--- src/logic/seq_pkg.sv ---
/*
 * Shared constants, state codes and carrier structs for the two-wire bus sequencer.
 * Assumes one clock (sys_clk, 125 MHz) and a synchronous active-high reset everywhere.
 */
// Summary of operation
// - Master role only, never acts as slave.
// - Master starts, clocks and ends each transfer.
// - START/RESTART: SDA falls while SCL high.
// - STOP: SDA rises while SCL high.
// - RESTART keeps bus busy, same master.
// - SDA changes only while SCL is low.
// - Address plus direction after every start.
// - Receiving side drives the acknowledge bit.
// - Read: ack all bytes, nack the last.
// - Whole bytes, each with one ack clock.
// - Lines only pulled low or released.
// - Idle bus: both lines released.
// - Entry into empty queue starts a transfer.
// - Queue runs empty: finish byte, then STOP.
// - No room for read data: hold SCL low.
// - Combined reads and writes, 7/10-bit addressing.
// - Address format fixed within one transaction.
// - Restart enabled: direction change uses RESTART.
// - Empty queue at completion: STOP, later START.
// - 7-bit: address bits 7:1, direction bit 0.
// - 10-bit: marker, high address, then low byte.
// - Missing acknowledge from slave: abort with STOP.
// - Lost arbitration: release SDA for byte rest.
package seq_pkg;

    typedef enum logic [8:0] {
        ST_IDLE     = 9'h001,
        ST_START_SU = 9'h002,
        ST_START_HD = 9'h004,
        ST_LOW      = 9'h008,
        ST_HIGH     = 9'h010,
        ST_RS       = 9'h020,
        ST_STOP_LO  = 9'h040,
        ST_STOP_SU  = 9'h080,
        ST_STOP_BF  = 9'h100
    } bus_state_e;

    typedef enum logic [2:0] {
        PH_ADDR1 = 3'h1,
        PH_ADDR2 = 3'h2,
        PH_DATA  = 3'h4
    } byte_phase_e;

    typedef struct packed {
        logic rd;
        logic [7:0] data;
    } tx_entry_s;

    typedef struct packed {
        logic last;
        logic [7:0] data;
    } rx_word_s;

    localparam logic [4:0] TEN_BIT_MARK = 5'h1E;
    localparam logic [3:0] ACK_BIT_IDX = 4'h8;
    localparam logic [3:0] BIT_IDX_RST = 4'h0;
    localparam logic [7:0] SHIFT_RST = 8'h00;
    localparam int CNT_W_DEFAULT = 16;

endpackage : seq_pkg

--- src/logic/phase_timer.sv ---
/*
 * Down-counter that times one SCL phase in sys_clk cycles.
 * Assumes start is a single-cycle pulse and load is at least one.
 */
`timescale 1ns/1ps
`default_nettype none
module phase_timer #(
    parameter int CNT_W = 16
) (
    input wire logic sys_clk,
    input wire logic rst,
    input wire logic start,
    input wire logic [CNT_W-1:0] load,
    output logic done
);
    import seq_pkg::*;

    logic [CNT_W-1:0] cnt_q;
    logic run_q;

    initial begin
        if (CNT_W < 2) begin
            $error("phase_timer needs CNT_W of at least 2");
        end
    end

    always_ff @(posedge sys_clk) begin
        if (rst) begin
            cnt_q <= '0;
            run_q <= 1'b0;
            done <= 1'b0;
        end else begin
            done <= 1'b0;
            if (start) begin
                cnt_q <= load;
                run_q <= 1'b1;
            end else if (run_q) begin
                if (cnt_q <= CNT_W'(1)) begin
                    run_q <= 1'b0;
                    done <= 1'b1;
                end else begin
                    cnt_q <= cnt_q - CNT_W'(1);
                end
            end
        end
    end
endmodule // phase_timer
`default_nettype wire

--- src/logic/skid_buffer.sv ---
/*
 * Two-entry buffer with valid/ready on both sides; output data and valid are registered.
 * Assumes the source holds data while in_valid is high and in_ready low.
 */
`timescale 1ns/1ps
`default_nettype none
module skid_buffer #(
    parameter int W = 9
) (
    input wire logic sys_clk,
    input wire logic rst,
    input wire logic in_valid,
    output logic in_ready,
    input wire logic [W-1:0] in_data,
    output logic out_valid,
    input wire logic out_ready,
    output logic [W-1:0] out_data
);
    import seq_pkg::*;

    logic [W-1:0] spare_q;
    logic spare_v_q;
    logic spare_v_d;
    logic push;
    logic move;

    initial begin
        if (W < 1) begin
            $error("skid_buffer needs W of at least 1");
        end
    end

    assign push = in_valid && in_ready;
    assign move = !out_valid || out_ready;

    always_comb begin
        spare_v_d = spare_v_q;
        if (move) begin
            spare_v_d = spare_v_q && push;
        end else if (push) begin
            spare_v_d = 1'b1;
        end
    end

    always_ff @(posedge sys_clk) begin
        if (rst) begin
            out_valid <= 1'b0;
            out_data <= '0;
            spare_q <= '0;
            spare_v_q <= 1'b0;
            in_ready <= 1'b0;
        end else begin
            spare_v_q <= spare_v_d;
            // Ready looks one cycle ahead so a full spare slot never drops a word
            in_ready <= !spare_v_d;
            if (move) begin
                if (spare_v_q) begin
                    out_data <= spare_q;
                    out_valid <= 1'b1;
                    if (push) begin
                        spare_q <= in_data;
                    end
                end else begin
                    out_valid <= push;
                    if (push) begin
                        out_data <= in_data;
                    end
                end
            end else if (push) begin
                spare_q <= in_data;
            end
        end
    end
endmodule // skid_buffer
`default_nettype wire

--- src/logic/bus_sequencer.sv ---
/*
 * Master-only two-wire bus sequencer: turns queued entries into START, address, data,
 * acknowledge, RESTART and STOP sequences, with read bytes leaving through a two-entry buffer.
 * Assumes external pull-ups on both lines, pin inputs synchronous to sys_clk, and a
 * transmit source that holds tx_valid/tx_entry stable until tx_ready is seen.
 */
`timescale 1ns/1ps
`default_nettype none
module bus_sequencer #(
    parameter int CNT_W = seq_pkg::CNT_W_DEFAULT
) (
    input wire logic sys_clk,
    input wire logic rst,
    input wire logic enable,
    input wire logic restart_en,
    input wire logic addr_10bit,
    input wire logic [9:0] target_addr,
    input wire logic [CNT_W-1:0] scl_low_cnt,
    input wire logic [CNT_W-1:0] scl_high_cnt,
    input wire logic tx_valid,
    input wire seq_pkg::tx_entry_s tx_entry,
    output logic tx_ready,
    output logic rx_valid,
    input wire logic rx_ready,
    output seq_pkg::rx_word_s rx_word,
    input wire logic scl_in,
    output logic scl_out,
    output logic scl_oen,
    input wire logic sda_in,
    output logic sda_out,
    output logic sda_oen,
    output logic busy,
    output logic nack_seen,
    output logic arb_lost
);
    import seq_pkg::*;

    bus_state_e state_q;
    bus_state_e state_d;
    byte_phase_e phase_q;
    logic entry_q;
    logic [3:0] bit_q;
    logic [7:0] shift_q;
    logic cur_rd_q;
    logic ten_q;
    logic ten_rd_q;
    logic arb_q;
    logic armed_q;
    logic lo_done_q;
    logic pushed_q;
    logic [7:0] cur_data_q;
    logic tm_start;
    logic tm_done;
    logic [CNT_W-1:0] tm_load;
    logic rx_in_ready;
    logic rx_push;
    logic receiving;
    logic last_read;
    logic low_exit;
    logic byte_end;
    logic take_first;
    logic go_restart;
    logic go_stop;
    logic go_same;
    logic go_addr2;
    logic go_ten_rs;
    logic go_data;
    logic sda_rel;

    initial begin
        if (CNT_W < 2 || CNT_W > 32) begin
            $error("bus_sequencer needs CNT_W between 2 and 32");
        end
    end

    function automatic logic [7:0] first_byte(input logic ten, input logic [9:0] a, input logic rd);
        first_byte = ten ? {TEN_BIT_MARK, a[9:8], rd} : {a[6:0], rd};
    endfunction

    // Entries are pulled only in idle or at byte boundaries, so a one-cycle ready never doubles a pop
    assign take_first = (state_q == ST_IDLE) && enable && tx_valid;
    assign receiving = (phase_q == PH_DATA) && cur_rd_q;
    assign last_read = !(tx_valid && tx_entry.rd);
    assign rx_push = (state_q == ST_LOW) && receiving && (bit_q == ACK_BIT_IDX) && !pushed_q && rx_in_ready;
    assign low_exit = lo_done_q && (!(receiving && (bit_q == ACK_BIT_IDX)) || pushed_q);
    assign byte_end = (state_q == ST_HIGH) && tm_done && (bit_q == ACK_BIT_IDX);
    assign sda_rel = (phase_q == PH_DATA) ? cur_rd_q : 1'b0;

    // Decisions taken when the acknowledge clock of a byte ends
    always_comb begin
        go_restart = 1'b0;
        go_stop = 1'b0;
        go_same = 1'b0;
        go_addr2 = 1'b0;
        go_ten_rs = 1'b0;
        go_data = 1'b0;
        if (arb_q) begin
            go_stop = 1'b0;
        end else if (!receiving && sda_in) begin
            go_stop = 1'b1;
        end else if (phase_q == PH_ADDR1) begin
            go_addr2 = ten_q && !ten_rd_q;
            go_data = !(ten_q && !ten_rd_q);
        end else if (phase_q == PH_ADDR2) begin
            go_ten_rs = cur_rd_q;
            go_data = !cur_rd_q;
        end else if (!tx_valid || !enable) begin
            go_stop = 1'b1;
        end else if (tx_entry.rd == cur_rd_q) begin
            go_same = 1'b1;
        end else if (restart_en) begin
            go_restart = 1'b1;
        end else begin
            go_stop = 1'b1;
        end
    end

    always_comb begin
        state_d = state_q;
        case (state_q)
            ST_IDLE: if (take_first) begin
                state_d = ST_START_SU;
            end
            ST_START_SU: if (tm_done) begin
                state_d = ST_START_HD;
            end
            ST_START_HD: if (tm_done) begin
                state_d = ST_LOW;
            end
            ST_LOW: begin
                if (!enable) begin
                    state_d = ST_IDLE;
                end else if (low_exit) begin
                    state_d = ST_HIGH;
                end
            end
            ST_HIGH: begin
                if (tm_done) begin
                    if (bit_q != ACK_BIT_IDX) begin
                        state_d = ST_LOW;
                    end else if (arb_q) begin
                        state_d = ST_IDLE;
                    end else if (go_stop) begin
                        state_d = ST_STOP_LO;
                    end else if (go_restart || go_ten_rs) begin
                        state_d = ST_RS;
                    end else begin
                        state_d = ST_LOW;
                    end
                end
            end
            ST_RS: if (tm_done) begin
                state_d = ST_START_SU;
            end
            ST_STOP_LO: if (tm_done) begin
                state_d = ST_STOP_SU;
            end
            ST_STOP_SU: if (tm_done) begin
                state_d = ST_STOP_BF;
            end
            ST_STOP_BF: if (tm_done) begin
                state_d = ST_IDLE;
            end
            default: state_d = ST_IDLE;
        endcase
    end

    always_ff @(posedge sys_clk) begin
        if (rst) begin
            state_q <= ST_IDLE;
            entry_q <= 1'b0;
        end else begin
            state_q <= state_d;
            entry_q <= (state_d != state_q);
        end
    end

    // Phase timing; the high phase waits for the line to read high so a stretching slave is honoured
    always_comb begin
        tm_load = scl_high_cnt;
        tm_start = entry_q && (state_q != ST_HIGH) && (state_q != ST_IDLE);
        if (state_q == ST_LOW || state_q == ST_RS || state_q == ST_STOP_LO) begin
            tm_load = scl_low_cnt;
        end
        if (state_q == ST_HIGH) begin
            tm_start = scl_in && !armed_q;
        end
    end

    always_ff @(posedge sys_clk) begin
        if (rst) begin
            armed_q <= 1'b0;
            lo_done_q <= 1'b0;
        end else begin
            armed_q <= (state_q == ST_HIGH) && (armed_q || scl_in) && (state_d == ST_HIGH);
            if (state_q != ST_LOW || entry_q) begin
                lo_done_q <= 1'b0;
            end else if (tm_done) begin
                lo_done_q <= 1'b1;
            end
        end
    end

    // Clock line: only ever pulled low or released
    always_ff @(posedge sys_clk) begin
        if (rst) begin
            scl_oen <= 1'b1;
            scl_out <= 1'b0;
        end else begin
            scl_out <= 1'b0;
            case (state_d)
                ST_LOW, ST_RS, ST_STOP_LO: scl_oen <= 1'b0;
                default: scl_oen <= 1'b1;
            endcase
        end
    end

    // Data line moves one cycle after SCL has gone low, or on the start and stop edges
    always_ff @(posedge sys_clk) begin
        if (rst) begin
            sda_oen <= 1'b1;
            sda_out <= 1'b0;
        end else begin
            sda_out <= 1'b0;
            case (state_q)
                ST_IDLE, ST_START_SU: sda_oen <= 1'b1;
                ST_START_HD: sda_oen <= 1'b0;
                ST_LOW: begin
                    if (!enable) begin
                        sda_oen <= 1'b1;
                    end else if (entry_q) begin
                        if (bit_q == ACK_BIT_IDX) begin
                            sda_oen <= receiving ? last_read : 1'b1;
                        end else begin
                            sda_oen <= arb_q || sda_rel || shift_q[7];
                        end
                    end
                end
                ST_RS: if (entry_q) begin
                    sda_oen <= 1'b1;
                end
                ST_STOP_LO: if (entry_q) begin
                    sda_oen <= 1'b0;
                end
                ST_STOP_BF: sda_oen <= 1'b1;
                default: sda_oen <= sda_oen;
            endcase
        end
    end

    // Byte sequencing, address building and sampling
    always_ff @(posedge sys_clk) begin
        if (rst) begin
            phase_q <= PH_ADDR1;
            bit_q <= BIT_IDX_RST;
            shift_q <= SHIFT_RST;
            cur_rd_q <= 1'b0;
            ten_q <= 1'b0;
            ten_rd_q <= 1'b0;
            arb_q <= 1'b0;
            tx_ready <= 1'b0;
        end else begin
            tx_ready <= 1'b0;
            if (take_first) begin
                tx_ready <= 1'b1;
                cur_rd_q <= tx_entry.rd;
                ten_q <= addr_10bit;
                ten_rd_q <= 1'b0;
                phase_q <= PH_ADDR1;
                bit_q <= BIT_IDX_RST;
                arb_q <= 1'b0;
                // A 10-bit read first goes out as a write so the low address byte can follow
                shift_q <= first_byte(addr_10bit, target_addr, tx_entry.rd && !addr_10bit);
            end else if (state_q == ST_HIGH && tm_done) begin
                if (bit_q != ACK_BIT_IDX) begin
                    bit_q <= bit_q + 4'h1;
                    if (receiving) begin
                        shift_q <= {shift_q[6:0], sda_in};
                    end else begin
                        shift_q <= {shift_q[6:0], 1'b0};
                        if (sda_oen && !arb_q && !sda_in) begin
                            arb_q <= 1'b1;
                        end
                    end
                end else begin
                    bit_q <= BIT_IDX_RST;
                    if (go_addr2) begin
                        phase_q <= PH_ADDR2;
                        shift_q <= target_addr[7:0];
                    end else if (go_ten_rs) begin
                        ten_rd_q <= 1'b1;
                        phase_q <= PH_ADDR1;
                        shift_q <= first_byte(1'b1, target_addr, 1'b1);
                    end else if (go_data) begin
                        phase_q <= PH_DATA;
                        shift_q <= cur_data_q;
                    end else if (go_same || go_restart) begin
                        tx_ready <= 1'b1;
                        cur_rd_q <= tx_entry.rd;
                        if (go_same) begin
                            shift_q <= tx_entry.data;
                        end else begin
                            ten_rd_q <= 1'b0;
                            phase_q <= PH_ADDR1;
                            shift_q <= first_byte(ten_q, target_addr, tx_entry.rd && !ten_q);
                        end
                    end
                end
            end
        end
    end

    // Write data is parked here while the address bytes go out
    always_ff @(posedge sys_clk) begin
        if (rst) begin
            cur_data_q <= SHIFT_RST;
        end else if (take_first || (byte_end && (go_same || go_restart))) begin
            cur_data_q <= tx_entry.data;
        end
    end

    always_ff @(posedge sys_clk) begin
        if (rst || state_q != ST_LOW) begin
            pushed_q <= 1'b0;
        end else if (rx_push) begin
            pushed_q <= 1'b1;
        end
    end

    always_ff @(posedge sys_clk) begin
        if (rst) begin
            busy <= 1'b0;
            nack_seen <= 1'b0;
            arb_lost <= 1'b0;
        end else begin
            busy <= (state_d != ST_IDLE);
            nack_seen <= byte_end && !receiving && sda_in && !arb_q;
            arb_lost <= byte_end && arb_q;
        end
    end

    phase_timer #(
        .CNT_W(CNT_W)
    ) u_timer (
        .sys_clk(sys_clk),
        .rst(rst),
        .start(tm_start),
        .load(tm_load),
        .done(tm_done)
    );

    skid_buffer #(
        .W($bits(rx_word_s))
    ) u_rx_buf (
        .sys_clk(sys_clk),
        .rst(rst),
        .in_valid(rx_push),
        .in_ready(rx_in_ready),
        .in_data({last_read, shift_q}),
        .out_valid(rx_valid),
        .out_ready(rx_ready),
        .out_data(rx_word)
    );
endmodule // bus_sequencer
`default_nettype wire

--- config.mk ---
export PLATFORM = sky130hd
export DESIGN_NAME = bus_sequencer
export DESIGN_NICKNAME = d
export VERILOG_FILES = /design/src/logic/seq_pkg.sv /design/src/logic/phase_timer.sv /design/src/logic/skid_buffer.sv /design/src/logic/bus_sequencer.sv
export SDC_FILE = /design/constraint.sdc
export NUM_CORES = 1
export LEC_CHECK = 0
export ABC_AREA = 1
export BUFFER_PORTS_ARGS = -buffer_cell sky130_fd_sc_hd__buf_2
export CORE_UTILIZATION = 45
export DETAILED_ROUTE_END_ITERATION = 8
export GPL_TIMING_DRIVEN = 1
export PLACE_DENSITY = 0.62
export SYNTH_ARGS = -nofsm -noshare
export SYNTH_HDL_FRONTEND = slang
export SYNTH_SLANG_ARGS = --single-unit
--- constraint.sdc ---
create_clock -name sys_clk -period 2.57 [get_ports sys_clk]
set_clock_uncertainty 0.15 [all_clocks]
set_input_delay 0.6425 -clock sys_clk [delete_from_list [all_inputs] [get_ports sys_clk]]
set_output_delay 0.6425 -clock sys_clk [all_outputs]
set_load 0.01 [all_outputs]
=== Word-level counts from Yosys, hierarchy flattened ===
Index checks and enable logic that the tools add are counted.

* Input bits: 60
* Output and inout port bits: 18
* Bits in registers: 85

* Multiplexer cells: 107
* Add/sub/neg operators: 2
* Equality and inequality tests: 36
* Bitwise operators: 4
* Magnitude comparators: 1
* Reduce and logical (&&, ||, !) cells: 80

{| class="wikitable"
|+ Operators by type and width
! operator !! number
|-
| 2-to-1 mux 9 bit || 15
|-
| one-hot mux 9 bit (9 select lines) || 1
|-
| 2-to-1 mux 8 bit || 10
|-
| 2-to-1 mux 1 bit || 66
|-
| 2-to-1 mux 16 bit || 4
|-
| logical AND 1 bit || 30
|-
| 2-to-1 mux 7 bit || 3
|-
| equality test 9 x 4 -> 1 bit (second input constant) || 2
|-
| equality test 9 x 5 -> 1 bit (second input constant) || 2
|-
| equality test 9 x 6 -> 1 bit (second input constant) || 2
|-
| equality test 9 x 7 -> 1 bit (second input constant) || 2
|-
| != test 9 x 1 -> 1 bit (second input constant) || 2
|-
| less-or-equal comparator 16 x 1 -> 1 bit (second input constant) || 1
|-
| logical NOT 1 bit || 16
|-
| != test 2 bit (second input constant) || 8
|-
| subtractor 16 x 1 -> 16 bit (second input constant) || 1
|-
| 2-to-1 mux 3 bit || 5
|-
| logical OR 1 bit || 13
|-
| AND reduction 4 bit || 3
|-
| AND reduction 6 bit || 2
|-
| nonzero test 2 bit || 5
|-
| equality test 9 x 1 -> 1 bit (second input constant) || 1
|-
| equality test 9 x 2 -> 1 bit (second input constant) || 1
|-
| equality test 9 x 3 -> 1 bit (second input constant) || 1
|-
| 25 further kinds || 34
|}

=== Depth between registers and ports, before layout ===
Gate-level depths: netlist of the first run.

* Depth after elaboration: 17
* Gate-level depth with buffers: 15
* Mapped depth without buffers: 15

=== Hierarchy ===
A second synthesis of the first run with hierarchy kept.

* Cell total of the unflattened synthesis: 872
* Area total of the unflattened synthesis: 5500.3 µm²

{| class="wikitable"
|+ By module, submodules not included
! module !! area each (µm²) !! instances !! cells each
|-
| bus_sequencer || 3214.3 || 1 || 513
|-
| phase_timer || 1226.2 || 1 || 209
|-
| skid_buffer || 1059.8 || 1 || 150
|}

=== Worst setup path after synthesis of the first run ===
No wires, ideal clock.

* Path type: input -> register
* Start point: input port tx_entry[8] (netlist name)
* End point: register shift_q[4]
* Buffers on the path: 1
* Required time: 2.298 ns
* Cell stages on the path: 13
* Path slack: 0.659 ns
* Arrival: 1.639 ns
* Cells stage by stage: inv_2 -> nand2_1 -> nand2_1 -> inv_2 -> o21ai_1 -> nand2_1 -> nand2_1 -> a21oi_2 -> nor2_2 -> inv_2 -> buf_4 -> o21ai_1 -> a21oi_1

* Word-level cells in the longest chain between the ends: 15
* Elaborated cells on any way between the ends: 24
* Those cells by class: 1 x eq/ne; 20 x mux; 3 x reduce/logical

{| class="wikitable"
|+ RTL lines
! item !! RTL line !! source
|-
| start, declared || bus_sequencer.sv:21 || <nowiki>input wire seq_pkg::tx_entry_s tx_entry,</nowiki>
|-
| equality test 1 bit (*) || bus_sequencer.sv:109 || <nowiki>end else if (tx_entry.rd == cur_rd_q) begin</nowiki>
|-
| 2-to-1 mux 1 bit || bus_sequencer.sv:109 ||
|-
| 2-to-1 mux 1 bit || bus_sequencer.sv:107 || <nowiki>end else if (!tx_valid || !enable) begin</nowiki>
|-
| 2-to-1 mux 1 bit || bus_sequencer.sv:104 || <nowiki>end else if (phase_q == PH_ADDR2) begin</nowiki>
|-
| 2-to-1 mux 1 bit || bus_sequencer.sv:101 || <nowiki>end else if (phase_q == PH_ADDR1) begin</nowiki>
|-
| 2-to-1 mux 1 bit || bus_sequencer.sv:99 || <nowiki>end else if (!receiving && sda_in) begin</nowiki>
|-
| 2-to-1 mux 1 bit || bus_sequencer.sv:97 || <nowiki>if (arb_q) begin</nowiki>
|-
| 2-to-1 mux 8 bit || bus_sequencer.sv:300 || <nowiki>if (go_same) begin</nowiki>
|-
| 2-to-1 mux 8 bit || bus_sequencer.sv:297 || <nowiki>end else if (go_same || go_restart) begin</nowiki>
|-
| 2-to-1 mux 8 bit || bus_sequencer.sv:294 || <nowiki>end else if (go_data) begin</nowiki>
|-
| 2-to-1 mux 8 bit || bus_sequencer.sv:290 || <nowiki>end else if (go_ten_rs) begin</nowiki>
|-
| 2-to-1 mux 8 bit || bus_sequencer.sv:287 || <nowiki>if (go_addr2) begin</nowiki>
|-
| 2-to-1 mux 8 bit || bus_sequencer.sv:275 || <nowiki>if (bit_q != ACK_BIT_IDX) begin</nowiki>
|-
| 2-to-1 mux 8 bit || bus_sequencer.sv:274 || <nowiki>end else if (state_q == ST_HIGH && tm_done) begin</nowiki>
|-
| 2-to-1 mux 8 bit || bus_sequencer.sv:264 || <nowiki>if (take_first) begin</nowiki>
|-
| end signal, assigned || bus_sequencer.sv:273 || <nowiki>shift_q <= first_byte(addr_10bit, target_addr, tx_entry.rd && !addr_10bit);</nowiki>
|-
| end signal, assigned || bus_sequencer.sv:278 || <nowiki>shift_q <= {shift_q[6:0], sda_in};</nowiki>
|-
| end signal, assigned || bus_sequencer.sv:289 || <nowiki>shift_q <= target_addr[7:0];</nowiki>
|-
| end, declared || bus_sequencer.sv:43 || <nowiki>logic [7:0] shift_q;</nowiki>
|}

Every way passes the cells marked *; elsewhere a longest branch is shown, timed or not. The select of a mux whose other input is x is not followed.
A chain may end at the register's enable or synchronous reset.

=== Worst setup path after layout of the first run ===
* Start point: register state_q[0]
* End point: register u_timer.cnt_q[10]

* Word-level cells in the longest chain between the ends: 6
* Elaborated cells on any way between the ends: 16
* Those cells by class: 7 x eq/ne; 3 x mux; 6 x reduce/logical

{| class="wikitable"
|+ RTL lines
! item !! RTL line !! source
|-
| start, declared || bus_sequencer.sv:38 || <nowiki>bus_state_e state_q;</nowiki>
|-
| start signal, assigned || bus_sequencer.sv:173 || <nowiki>state_q <= state_d;</nowiki>
|-
| != test 9 x 5 -> 1 bit || bus_sequencer.sv:181 || <nowiki>tm_start = entry_q && (state_q != ST_HIGH) && (state_q != ST_IDLE);</nowiki>
|-
| logical AND 1 bit (2 in a row) || bus_sequencer.sv:181 ||
|-
| 2-to-1 mux 1 bit || bus_sequencer.sv:185 || <nowiki>if (state_q == ST_HIGH) begin</nowiki>
|-
| != test 2 bit (no source line) / nonzero test 2 bit (equally long branches) || n/a ||
|-
| AND reduction 2 bit (no source line) || n/a ||
|-
| end signal, assigned || phase_timer.sv:35 || <nowiki>cnt_q <= load;</nowiki>
|-
| end signal, assigned || phase_timer.sv:42 || <nowiki>cnt_q <= cnt_q - CNT_W'(1);</nowiki>
|-
| end, declared || phase_timer.sv:18 || <nowiki>logic [CNT_W-1:0] cnt_q;</nowiki>
|}

Several ways; a longest one is shown, not always the timed one.

==> results of run 1 <==
-- report_power, final --
group          switching [W]  internal (W)
sequential         0.0000501       0.00138
combinational       0.000452      0.000276
clock               0.000599      0.000799
total                0.00110       0.00245
-- flip-flops by register name, summed over array words and instances, names as in the netlist, 3 cells and up --
register / flops
bit_q: 4
cur_data_q: 8
phase_q: 3
shift_q: 8
state_q: 9
u_rx_buf.out_data: 9
u_rx_buf.spare_q: 9
u_timer.cnt_q: 16
-- layout by cell type (no fill, tap or decap), drive strengths merged --
cell / count
a2111oi: 1
a211oi: 3
a21oi: 92
a22oi: 2
a31o: 1
a31oi: 1
and3: 1
buf: 85
bufinv: 1
clkbuf: 10
clkinv: 3
conb: 2
dfxtp: 85
ha: 4
inv: 111
nand2: 132
nand3: 48
nand3b: 2
nand4: 9
nor2: 100
nor3: 11
nor3b: 1
nor4: 1
o2111ai: 4
o211ai: 7
o21a: 1
o21ai: 103
o21bai: 1
o22a: 1
o22ai: 2
o31ai: 3
or2: 4
xnor2: 1
xor2: 4
-- logic make-up (layout without fill, tap and decap cells) --
| logic type | Yosys count | after routing |
|---|---|---|
| xor+xnor | 5 | 5 |
| buf+inv | 139 | 210 |
| fa+ha+maj | 4 | 4 |
| flops | 85 | 85 |
| other cells | 1 | 2 |
| compound gates | 222 | 222 |
| simple gates | 309 | 309 |
-- Yosys cell counts (all sizes together) (2+ instances only) --
library cell  count
nand2           132
inv             107
o21ai           103
nor2            100
a21oi            92
dfxtp            85
nand3            48
buf              19
clkbuf           11
nor3             11
nand4             9
o211ai            7
ha                4
o2111ai           4
or2               4
xor2              4
a211oi            3
o31ai             3
a22oi             2
clkinv            2
nand3b            2
o22ai             2
-- final cells by class --
| class | instances | share of cell area, % |
|---|---|---|
| Sequential cell | 85 | 28.8 |
| Multi-Input combinational cell | 542 | 48.0 |
| Clock inverter | 6 | 1.29 |
| Clock buffer | 10 | 4.04 |
| Inverter | 109 | 7.05 |
| Timing Repair Buffer | 85 | 7.84 |
| Tap cell | 140 | 2.96 |
-- critical path, cell delays in order (launching register included) --
cell,delay [ns]
dfxtp_1,0.35
nor2_2,0.18
nand2_2,0.10
inv_2,0.07
nand2_4,0.08
nor2_8,0.17
inv_2,0.07
nand3_2,0.08
nand2_4,0.09
inv_4,0.14
nand2_2,0.14
nand2_1,0.20
inv_1,0.14
o21ai_1,0.09
o21ai_1,0.07
-- path summary, 6_finish.rpt --
| check | from | end | slack, ns | cells past startpoint |
|---|---|---|---|---|
| worst max register to register | state_q[0] | u_timer.cnt_q[10] | 0.32 | 14 |
| worst max-delay path | state_q[0] | u_timer.cnt_q[10] | 0.32 | 14 |
| worst min-delay path | u_timer.run_q | u_timer.done | 0.31 | 2 |
| worst min register to register | u_timer.run_q | u_timer.done | 0.31 | 2 |
-- metrics by stage --
stage,utilization (%),total power [W],area (µm²)
2_1_floorplan,-,0.00198,5140
3_3_place_gp,50.9,0.00216,5590
3_5_place_dp,50.9,0.00218,5590
4_1_cts,53.8,0.00358,5910
5_1_grt,53.8,0.00372,5910
6_report,53.8,0.00355,5910
-- metal layers --
metal	vias up	track usage, %
met5	-	0
met4	0	9.07
met3	19	4.36
met2	124	43.4
met1	2376	30.1
li1	2657	-
==> metrics.md, run 1 <==
| Metric | Value |
|---|---|
| Compound-Gate Fraction of Synth Area | 24.0% |
| Hold Vio Cnt, Final | 0 |
| Remaining DRCs | 0 |
| CP Capture Type | flip-flop |
| # nets final | 896 |
| Rel. slew slack | between 50% and 60% |
| DRT iter0 DRCs | 230 |
| CP Class | reg -> reg |
| FILL cells | between 1000 and 1500 |
| Total track usage | about 25% |
| Resize count post-CTS | 0 |
| Routed wire length on met3 | 599 µm |
| Yosys top cell area share | 33.1% |
| Data arrival time of the critical path | 2.34 ns |
| Vias in the first global route | 4813 |
| M1 WL | 6440 µm |
| Adder-cell share of the synthesized area | less than 1% |
| Period minus WS final | 2.25 ns |
| DR WL met2 | roughly 6700 µm |
| Final WL | ~14000 µm |
| Post-synth EDFFs | 0 |
| H-Tree Depth | 3 |
| Post-synthesis sequential area ratio | 33.1% |
| Layout cells sized above 1 | 20.7% |
| Root Driver | clkbuf_16 |
| Non-Filler Instances | 977 |
| Cells after synthesis | 765 |
| Hold/Removal Path Class | reg -> reg |
| Via density | 5.30 |
| CTS tree | built |
| PortBufs | 75 |
| CTS buffer count | 9 |
| Final ANT Viol Nets | 0 |
| PnR worst setup slack | 0.324 ns |
| Via count | 5176 |
| Maximum VDD drop | approximately 400 µV |
| MaxCap Viol Count | 0 |
| # placed instances | 961 |
| Final setup vio count | 0 |
| GP Congestion | 0.871 |
| Grt total ovfl | 0 |
| Io pins | slightly below 80 |
| Skew-Pair Late Insertion Delay | 0.36 ns |
| Ant diodes | 0 |
| Post-synth ARST share | 0% |
| Largest family of logic cells by synthesized area | simple AND/OR/NAND/NOR gates |
| Syn_area_per_cell | 6.72 µm² |
| CP required | 2.67 ns |
| Largest net degree at the start of global routing | 32 |
| Die Area | between 10000 and 15000 µm² |
| Pins over their slew limit | 0 |
| FF+latch count, synth | 85 |
| Detailed placement HPWL | 10600 µm |
| Max FO, Critical Path | 10 |
| Final TNS setup | 0 ns |
| Maximum root-to-sink buffer count | 2 |
| RSZ-0062 raised after global routing | false |
| Synth Area in XOR/XNOR | 0.852% |
| Starting Density | 46.8% |
| Hold slack | 0.310 ns |
| Top Layer Used | met4 |
| LEAKAGE | 2.78 nW |
| PD cells | around 600 nW/µm² |
| Ys Warns | 0 |
| Startpoint types | flip-flop |
| Rows | 38 |
| Initial antenna violation count | 0 |
| DP Worst Slack | roughly 0.13 ns |
| Most used DFF post-synth | dfxtp_1 |
| Area of the multi-input gates | 2840 µm² |
| Setup bufs post-CTS | 0 |
| First-pass GRT wire length | roughly 23000 µm |
| Post-synth cell types | 49 |
| Status | complete, no violations |
| Post-synthesis cell area | 5140 µm² |
| Die Width | approximately 110 µm |
| WL per Instance | around 14 µm |
| Sink Count | 85 |
| Tcrit/Tclk final | around 87% |
| Clock transition at path regs | ~0.070 ns |
| Syn-to-layout area delta | 15.0% |
| Register Area | 1700 µm² |
| CTS Hold Bufs | 0 |
| Core ar. | about 11000 µm² |
| Top cells by area, synth | dfxtp_1 (33%), nand2_1 (8.8%), a21oi_1 (8.4%) |
| Multiplexer share of the synthesized area | 0% |
| Total iterations of the first detailed-routing run | 5 |
| Post-Synth Simple-Gate Area | 29.2% |
| Worst slew pin tran | 0.746 ns |
| Largest area contributor in the netlist | dfxtp_1 |
| Fmax | ~450 MHz |
| Die Ht | 109 µm |
No activity file was read; power rests on OpenSTA's default activity.
==> inputs of run 2 (changes only) <==
- CORE_ASPECT_RATIO: unset -> 1.1
==> run 2 against run 1 <==
Compared with the run above: fmax grew 0.51%; clock power decreased by 3%; global-route usage decreased by 0.36 points; total power is 1.2% lower; setup slack improved by 0.011 ns; critical endpoint is now cur_data_q[4]; routed wire length is 0.62% lower; sequential power barely moved; worst hold slack gained 0.0057 ns; critical path type unchanged; combinational power is essentially flat; highest routed layer unchanged; register-to-register slack about the same.
==> metrics.md, run 2 (synthesis results as in run 1) <==
| Metric | Value |
|---|---|
| Family with the most delay on the worst path | buffers and inverters |
| Hold/Removal Path Class | reg -> reg |
| Hold path endpoint | bit_q[3] |
| Final ANT Viol Nets | 0 (unchanged) |
| Starting Density | 46.7% (-0.12 points) |
| CP cell instances | inv_1 -> ha_1 -> nand2_1 -> nor2_1 -> inv_1 -> nor2_8 -> a21oi_2 -> inv_2 -> buf_4 -> a21oi_1 |
| Grt total ovfl | 0 (unchanged) |
| Slowest stage delay, CP | 0.48 ns (+0.13 ns) |
| Vias in the first global route | 4981 (+3.5%) |
| Maximum VDD drop | 335 µV (-17%) |
| Layout cells sized above 1 | 21.0% (+0.38 points) |
| Die Ht | 114 µm (+4.8%) |
| First-pass GRT wire length | 23400 µm (+3.1%) |
| Initial antenna violation count | 0 (unchanged) |
| WP buf/inv | 4 (unchanged) |
| Biggest register | u_timer.cnt_q |
| Setup bufs post-CTS | 0 (unchanged) |
| FILL cells | 1119 (-1.1%) |
| Rel. slew slack | 55.1% (+4.9 points) |
| Final core utilization | 53.9% (+0.070 points) |
| Io pins | 78 (unchanged) |
| Clock transition at path regs | 0.07 ns (about the same) |
| # nets final | 900 (+0.45%) |
| Slowest library cell on the worst path | inv_1 |
| Core ar. | 11000 µm² (+0.25%) |
| Worst Hold Launch | bit_q[3] |
| Largest net degree at the start of global routing | 36 (+13%) |
| Tcrit/Tclk final | 87.0% (-0.44 points) |
| Total iterations of the first detailed-routing run | 4 (-1) |
| Syn-to-layout area delta | 15.4% |
| # placed instances | 972 (+1.1%) |
| Critical R2R Launch | bit_q[1] |
| Cell area after layout | 5930 µm² (+0.38%) |
| WL per Instance | 14.1 µm (-1.7%) |
| CTS buffer count | 9 (unchanged) |
| Commonest non-fill, non-tap cell in the layout | nand2_1 |
| PortBufs | 75 (unchanged) |
| Hold Vio Cnt, Final | 0 (unchanged) |
| CP Class | reg -> reg |
| Non-Filler Instances | 988 (+1.1%) |
| Remaining DRCs | 0 (unchanged) |
| GP Congestion | 0.881 (+1.1%) |
| Hold path cells | 2 (unchanged) |
| DRT iter0 DRCs | 236 (+2.6%) |
| Depth of the worst register-to-register path | 10 (-4) |
| Sink Count | 85 (unchanged) |
| Detailed placement HPWL | 10600 µm (-0.46%) |
| CP Capture Type | flip-flop |
| Final setup vio count | 0 (unchanged) |
| Rows | 40 (+5.3%) |
| Placed Area | 5620 µm² (+0.47%) |
| Max FO, Critical Path | 14 (+4) |
| Resize count post-CTS | 0 (unchanged) |
| Final WL | 13900 µm (-0.62%) |
| H-Tree Depth | 3 (unchanged) |
| LEAKAGE | 2.78 nW (+0.26%) |
| Commonest non-fill, non-tap cells in the layout | nand2_1 (120), inv_1 (91), a21oi_1 (86) |
| Total track usage | 24.4% (-0.36 points) |
| Crit-path most repeated cell | inv_1 |
| Via density | 5.20 (-1.8%) |
| Skew-Pair Late Insertion Delay | 0.34 ns (-0.02 ns) |
| Root Driver | clkbuf_16 |
| R2R Setup Slk | 0.34 ns (about the same) |
| CTS tree | built |
| Die Area | 11800 µm² (about the same) |
| Pins over their slew limit | 0 (unchanged) |
| DP Worst Slack | 0.229 ns (+0.0990 ns) |
| Startpoint types | flip-flop |
| MaxCap Viol Count | 0 (unchanged) |
| Ant diodes | 0 (unchanged) |
| Status | complete, no violations |
| Data arrival time of the critical path | 2.35 ns (about the same) |
| Final TNS setup | 0 ns (unchanged) |
| CTS Hold Bufs | 0 (unchanged) |
| Die Width | 104 µm (-4.6%) |
| CP required | 2.69 ns (+0.02 ns) |
| PD cells | 592 nW/µm² (-1.5%) |
| Max reg flops | 16 (unchanged) |
| RSZ-0062 raised after global routing | false |
| Period minus WS final | 2.23 ns (-0.0114 ns) |
| Maximum root-to-sink buffer count | 2 (unchanged) |
| Worst slew pin tran | 0.673 ns (-0.0734 ns) |
| Via count | 5138 (-0.73%) |
| R2r endpoint | cur_data_q[4] |
| Fmax | 447 MHz (+0.51%) |
| PnR worst setup slack | 0.335 ns (+0.0114 ns) |
[run 2: changes by cell type in the layout (fill, tap and decap cells not counted)]
cell	change
buf_4	+5
clkinv_4	+3
inv_6	-3
buf_12	-1
clkinvlp_4	+1
inv_8	-1
[run 2: worst max path at each step]
stage	startpoint	to	slack (ns)	cells past startpoint
2_1_floorplan	tx_entry[8]	shift_q[4]	0.66	13
3_3_place_gp	tx_entry[8]	cur_rd_q	0.29	12
3_5_place_dp	tx_entry[8]	cur_rd_q	0.23	12
4_1_cts	bit_q[1]	cur_data_q[4]	0.33	10
5_1_grt	u_timer.cnt_q[0]	u_timer.cnt_q[14]	0.08	12
6_report	bit_q[1]	cur_data_q[4]	0.34	10
[run 2: through the flow]
| step | power, W | hold slack (ns) |
|---|---|---|
| after floorplan | 0.00198 | 0.283 |
| after global placement | 0.00217 | 0.301 |
| after detailed placement | 0.00218 | 0.306 |
| after CTS | 0.00354 | 0.317 |
| after global routing | 0.00369 | 0.341 |
| final | 0.00351 | 0.316 |
[run 2: final cells by class]
cell class              count  area [µm²]  share of cell area (%)
multi-input cells         542        2840                    47.8
flip-flops and latches     85        1700                    28.7
well taps                 147         184                    3.10
inverters                 109         417                    7.03
repair buffers             89         480                    8.10
clock buffers              10         239                    4.03
clock inverters             6        72.6                    1.22
[run 2: worst reg2reg max path, cell delays in order (launching register included)]
cell	delay, ns
dfxtp_1	0.37
inv_1	0.07
ha_1	0.18
nand2_1	0.07
nor2_1	0.05
inv_1	0.48
nor2_8	0.13
a21oi_2	0.21
inv_2	0.13
buf_4	0.18
a21oi_1	0.15
[run 2: where the power goes]
part | switching, W | internal [W]
sequential | 0.0000486 | 0.00138
combinational | 0.000451 | 0.000279
clock | 0.000570 | 0.000787
[run 2: metal layers]
metal | part of all wire [%] | up-vias | routed length, µm | track usage [%]
met5 | 0 | - | 0 | 0
met4 | 2.6 | 0 | 363 | 11.4
met3 | 4.0 | 24 | 550 | 2.56
met2 | 48 | 123 | 6650 | 42.4
met1 | 46 | 2319 | 6350 | 30.4
li1 | - | 2672 | - | -
==> inputs of run 3 (changes only) <==
- CTS_BUF_LIST: unset -> sky130_fd_sc_hd__clkbuf_8
==> run 3 against run 2 <==
Compared with the run above: first-iteration DRC count up 10%; sequential share of layout area rose by 0.50 points; sequential power hardly changed; largest cell class unchanged; highest routed layer unchanged.
==> metrics.md, run 3 (synthesis results as in run 1) <==
| Metric | Value |
|---|---|
| Worst slew pin tran | 0.669 ns (-0.00375 ns) |
| Max FO, Critical Path | 14 (unchanged) |
| GP Congestion | 0.881 (unchanged) |
| Die Area | 11800 µm² (unchanged) |
| Final TNS setup | 0 ns (unchanged) |
| RSZ-0062 raised after global routing | false |
| Hold path endpoint | bit_q[3] |
| Depth of the worst register-to-register path | 10 (unchanged) |
| Ant diodes | 0 (unchanged) |
| CTS buffer count | 9 (unchanged) |
| Maximum root-to-sink buffer count | 2 (unchanged) |
| Vias in the first global route | 4939 (-0.84%) |
| CTS tree | built |
| Starting Density | 46.7% (unchanged) |
| FILL cells | 1133 (+1.3%) |
| Pins over their slew limit | 0 (unchanged) |
| Largest net degree at the start of global routing | 36 (unchanged) |
| Startpoint types | flip-flop |
| Biggest register | u_timer.cnt_q |
| Clock transition at path regs | 0.09 ns (+0.02 ns) |
| Family with the most delay on the worst path | buffers and inverters |
| CP cell instances | inv_1 -> ha_1 -> nand2_1 -> nor2_1 -> inv_1 -> nor2_8 -> a21oi_2 -> inv_2 -> buf_4 -> a21oi_1 |
| Via count | 5144 (+0.12%) |
| PD cells | 544 nW/µm² (-8.1%) |
| Io pins | 78 (unchanged) |
| Hold Vio Cnt, Final | 0 (unchanged) |
| Fmax | 448 MHz (about the same) |
| Maximum VDD drop | 258 µV (-23%) |
| Final WL | 13800 µm (-0.55%) |
| Sink Count | 85 (unchanged) |
| R2R Setup Slk | 0.34 ns (about the same) |
| CTS Hold Bufs | 0 (unchanged) |
| PortBufs | 75 (unchanged) |
| Crit-path most repeated cell | inv_1 |
| R2r endpoint | cur_data_q[4] |
| Final setup vio count | 0 (unchanged) |
| WL per Instance | 14.0 µm (-0.55%) |
| Period minus WS final | 2.23 ns (-0.00127 ns) |
| MaxCap Viol Count | 0 (unchanged) |
| Tcrit/Tclk final | 86.9% (about the same) |
| Skew-Pair Late Insertion Delay | 0.36 ns (+0.02 ns) |
| Layout cells sized above 1 | 21.0% (unchanged) |
| PnR worst setup slack | 0.337 ns (+0.00127 ns) |
| Slowest stage delay, CP | 0.48 ns (about the same) |
| Remaining DRCs | 0 (unchanged) |
| Register Area | 1700 µm² (unchanged) |
| Critical R2R Launch | bit_q[1] |
| First-pass GRT wire length | 23300 µm (-0.27%) |
| Max reg flops | 16 (unchanged) |
| Total track usage | 24.2% (-0.14 points) |
| CP Class | reg -> reg |
| Hold slack | 0.321 ns (+0.00478 ns) |
| Die Width | 104 µm (unchanged) |
| Area of the multi-input gates | 2840 µm² (unchanged) |
| Grt total ovfl | 0 (unchanged) |
| Resize count post-CTS | 0 (unchanged) |
| Slowest library cell on the worst path | inv_1 |
| Core ar. | 11000 µm² (unchanged) |
| Data arrival time of the critical path | 2.38 ns (+0.03 ns) |
| Final ANT Viol Nets | 0 (unchanged) |
| Syn-to-layout area delta | 13.5% |
| Setup bufs post-CTS | 0 (unchanged) |
| Via density | 5.21 (+0.12%) |
| Hold/Removal Path Class | reg -> reg |
| CP required | 2.72 ns (+0.03 ns) |
| CP Capture Type | flip-flop |
| Rel. slew slack | 55.3% (+0.25 points) |
| WP buf/inv | 4 (unchanged) |
| Detailed placement HPWL | 10600 µm (unchanged) |
| DP Worst Slack | 0.229 ns (unchanged) |
| LEAKAGE | 2.74 nW (-1.7%) |
| Root Driver | clkbuf_8 |
| Final Power | 0.00317 W (-9.7%) |
| # nets final | 900 (unchanged) |
| Worst Hold Launch | bit_q[3] |
| Hold path cells | 2 (unchanged) |
| Die Ht | 114 µm (unchanged) |
| Initial antenna violation count | 0 (unchanged) |
| Commonest non-fill, non-tap cell in the layout | nand2_1 |
| Total iterations of the first detailed-routing run | 5 (+1) |
| Commonest non-fill, non-tap cells in the layout | nand2_1 (120), inv_1 (91), a21oi_1 (86) |
| Status | complete, no violations |
| DRT iter0 DRCs | 260 (+10%) |
| Rows | 40 (unchanged) |
| H-Tree Depth | 3 (unchanged) |
## run 3: changes by cell type in the layout (fill, tap and decap cells not counted)
cell	previous run	this run
clkbuf_8	1	10
clkbuf_16	9	0
## run 3: cell type report
cell class / count / area share [%]
multi-input combinational: 542 / 48.7
sequential: 85 / 29.2
timing repair buffer: 89 / 8.24
inverter: 109 / 7.15
tap: 147 / 3.16
clock buffer: 10 / 2.36
clock inverter: 6 / 1.24
## run 3: where the power goes
group | internal (W) | leakage, nW | switching (W)
combinational | 0.000279 | 1.95 | 0.000452
clock | 0.000483 | 0.103 | 0.000535
sequential | 0.00137 | 0.690 | 0.0000487
total | 0.00214 | 2.74 | 0.00104
## run 3: worst max-delay path by stage
stage          cells after the start                end        startpoint
2_1_floorplan                     13         shift_q[4]       tx_entry[8]
3_3_place_gp                      12           cur_rd_q       tx_entry[8]
3_5_place_dp                      12           cur_rd_q       tx_entry[8]
4_1_cts                           10      cur_data_q[4]          bit_q[1]
5_1_grt                           12  u_timer.cnt_q[14]  u_timer.cnt_q[0]
6_report                          10      cur_data_q[4]          bit_q[1]
## run 3: routing by layer
| layer | global-route usage [%] | wire length (µm) |
|---|---|---|
| met1 | 30.5 | 6260 |
| met2 | 42.4 | 6720 |
| met3 | 3.76 | 650 |
| met4 | 8.29 | 205 |
| met5 | 0 | 0 |
## run 3: worst min-delay path, cell delays in order (launching register included)
cell     delay [ns]
dfxtp_1        0.32
inv_1          0.06
a21oi_1        0.05
## run 3: per-stage QoR
stage / util [%] / instances / cell area (µm²)
after global placement: 51.0 / 972 / 5620
after CTS: 52.9 / 988 / 5830
after floorplan: - / 766 / 5140
after detailed placement: 51.0 / 972 / 5620
final: 52.9 / 988 / 5830
after global routing: 52.9 / 988 / 5830
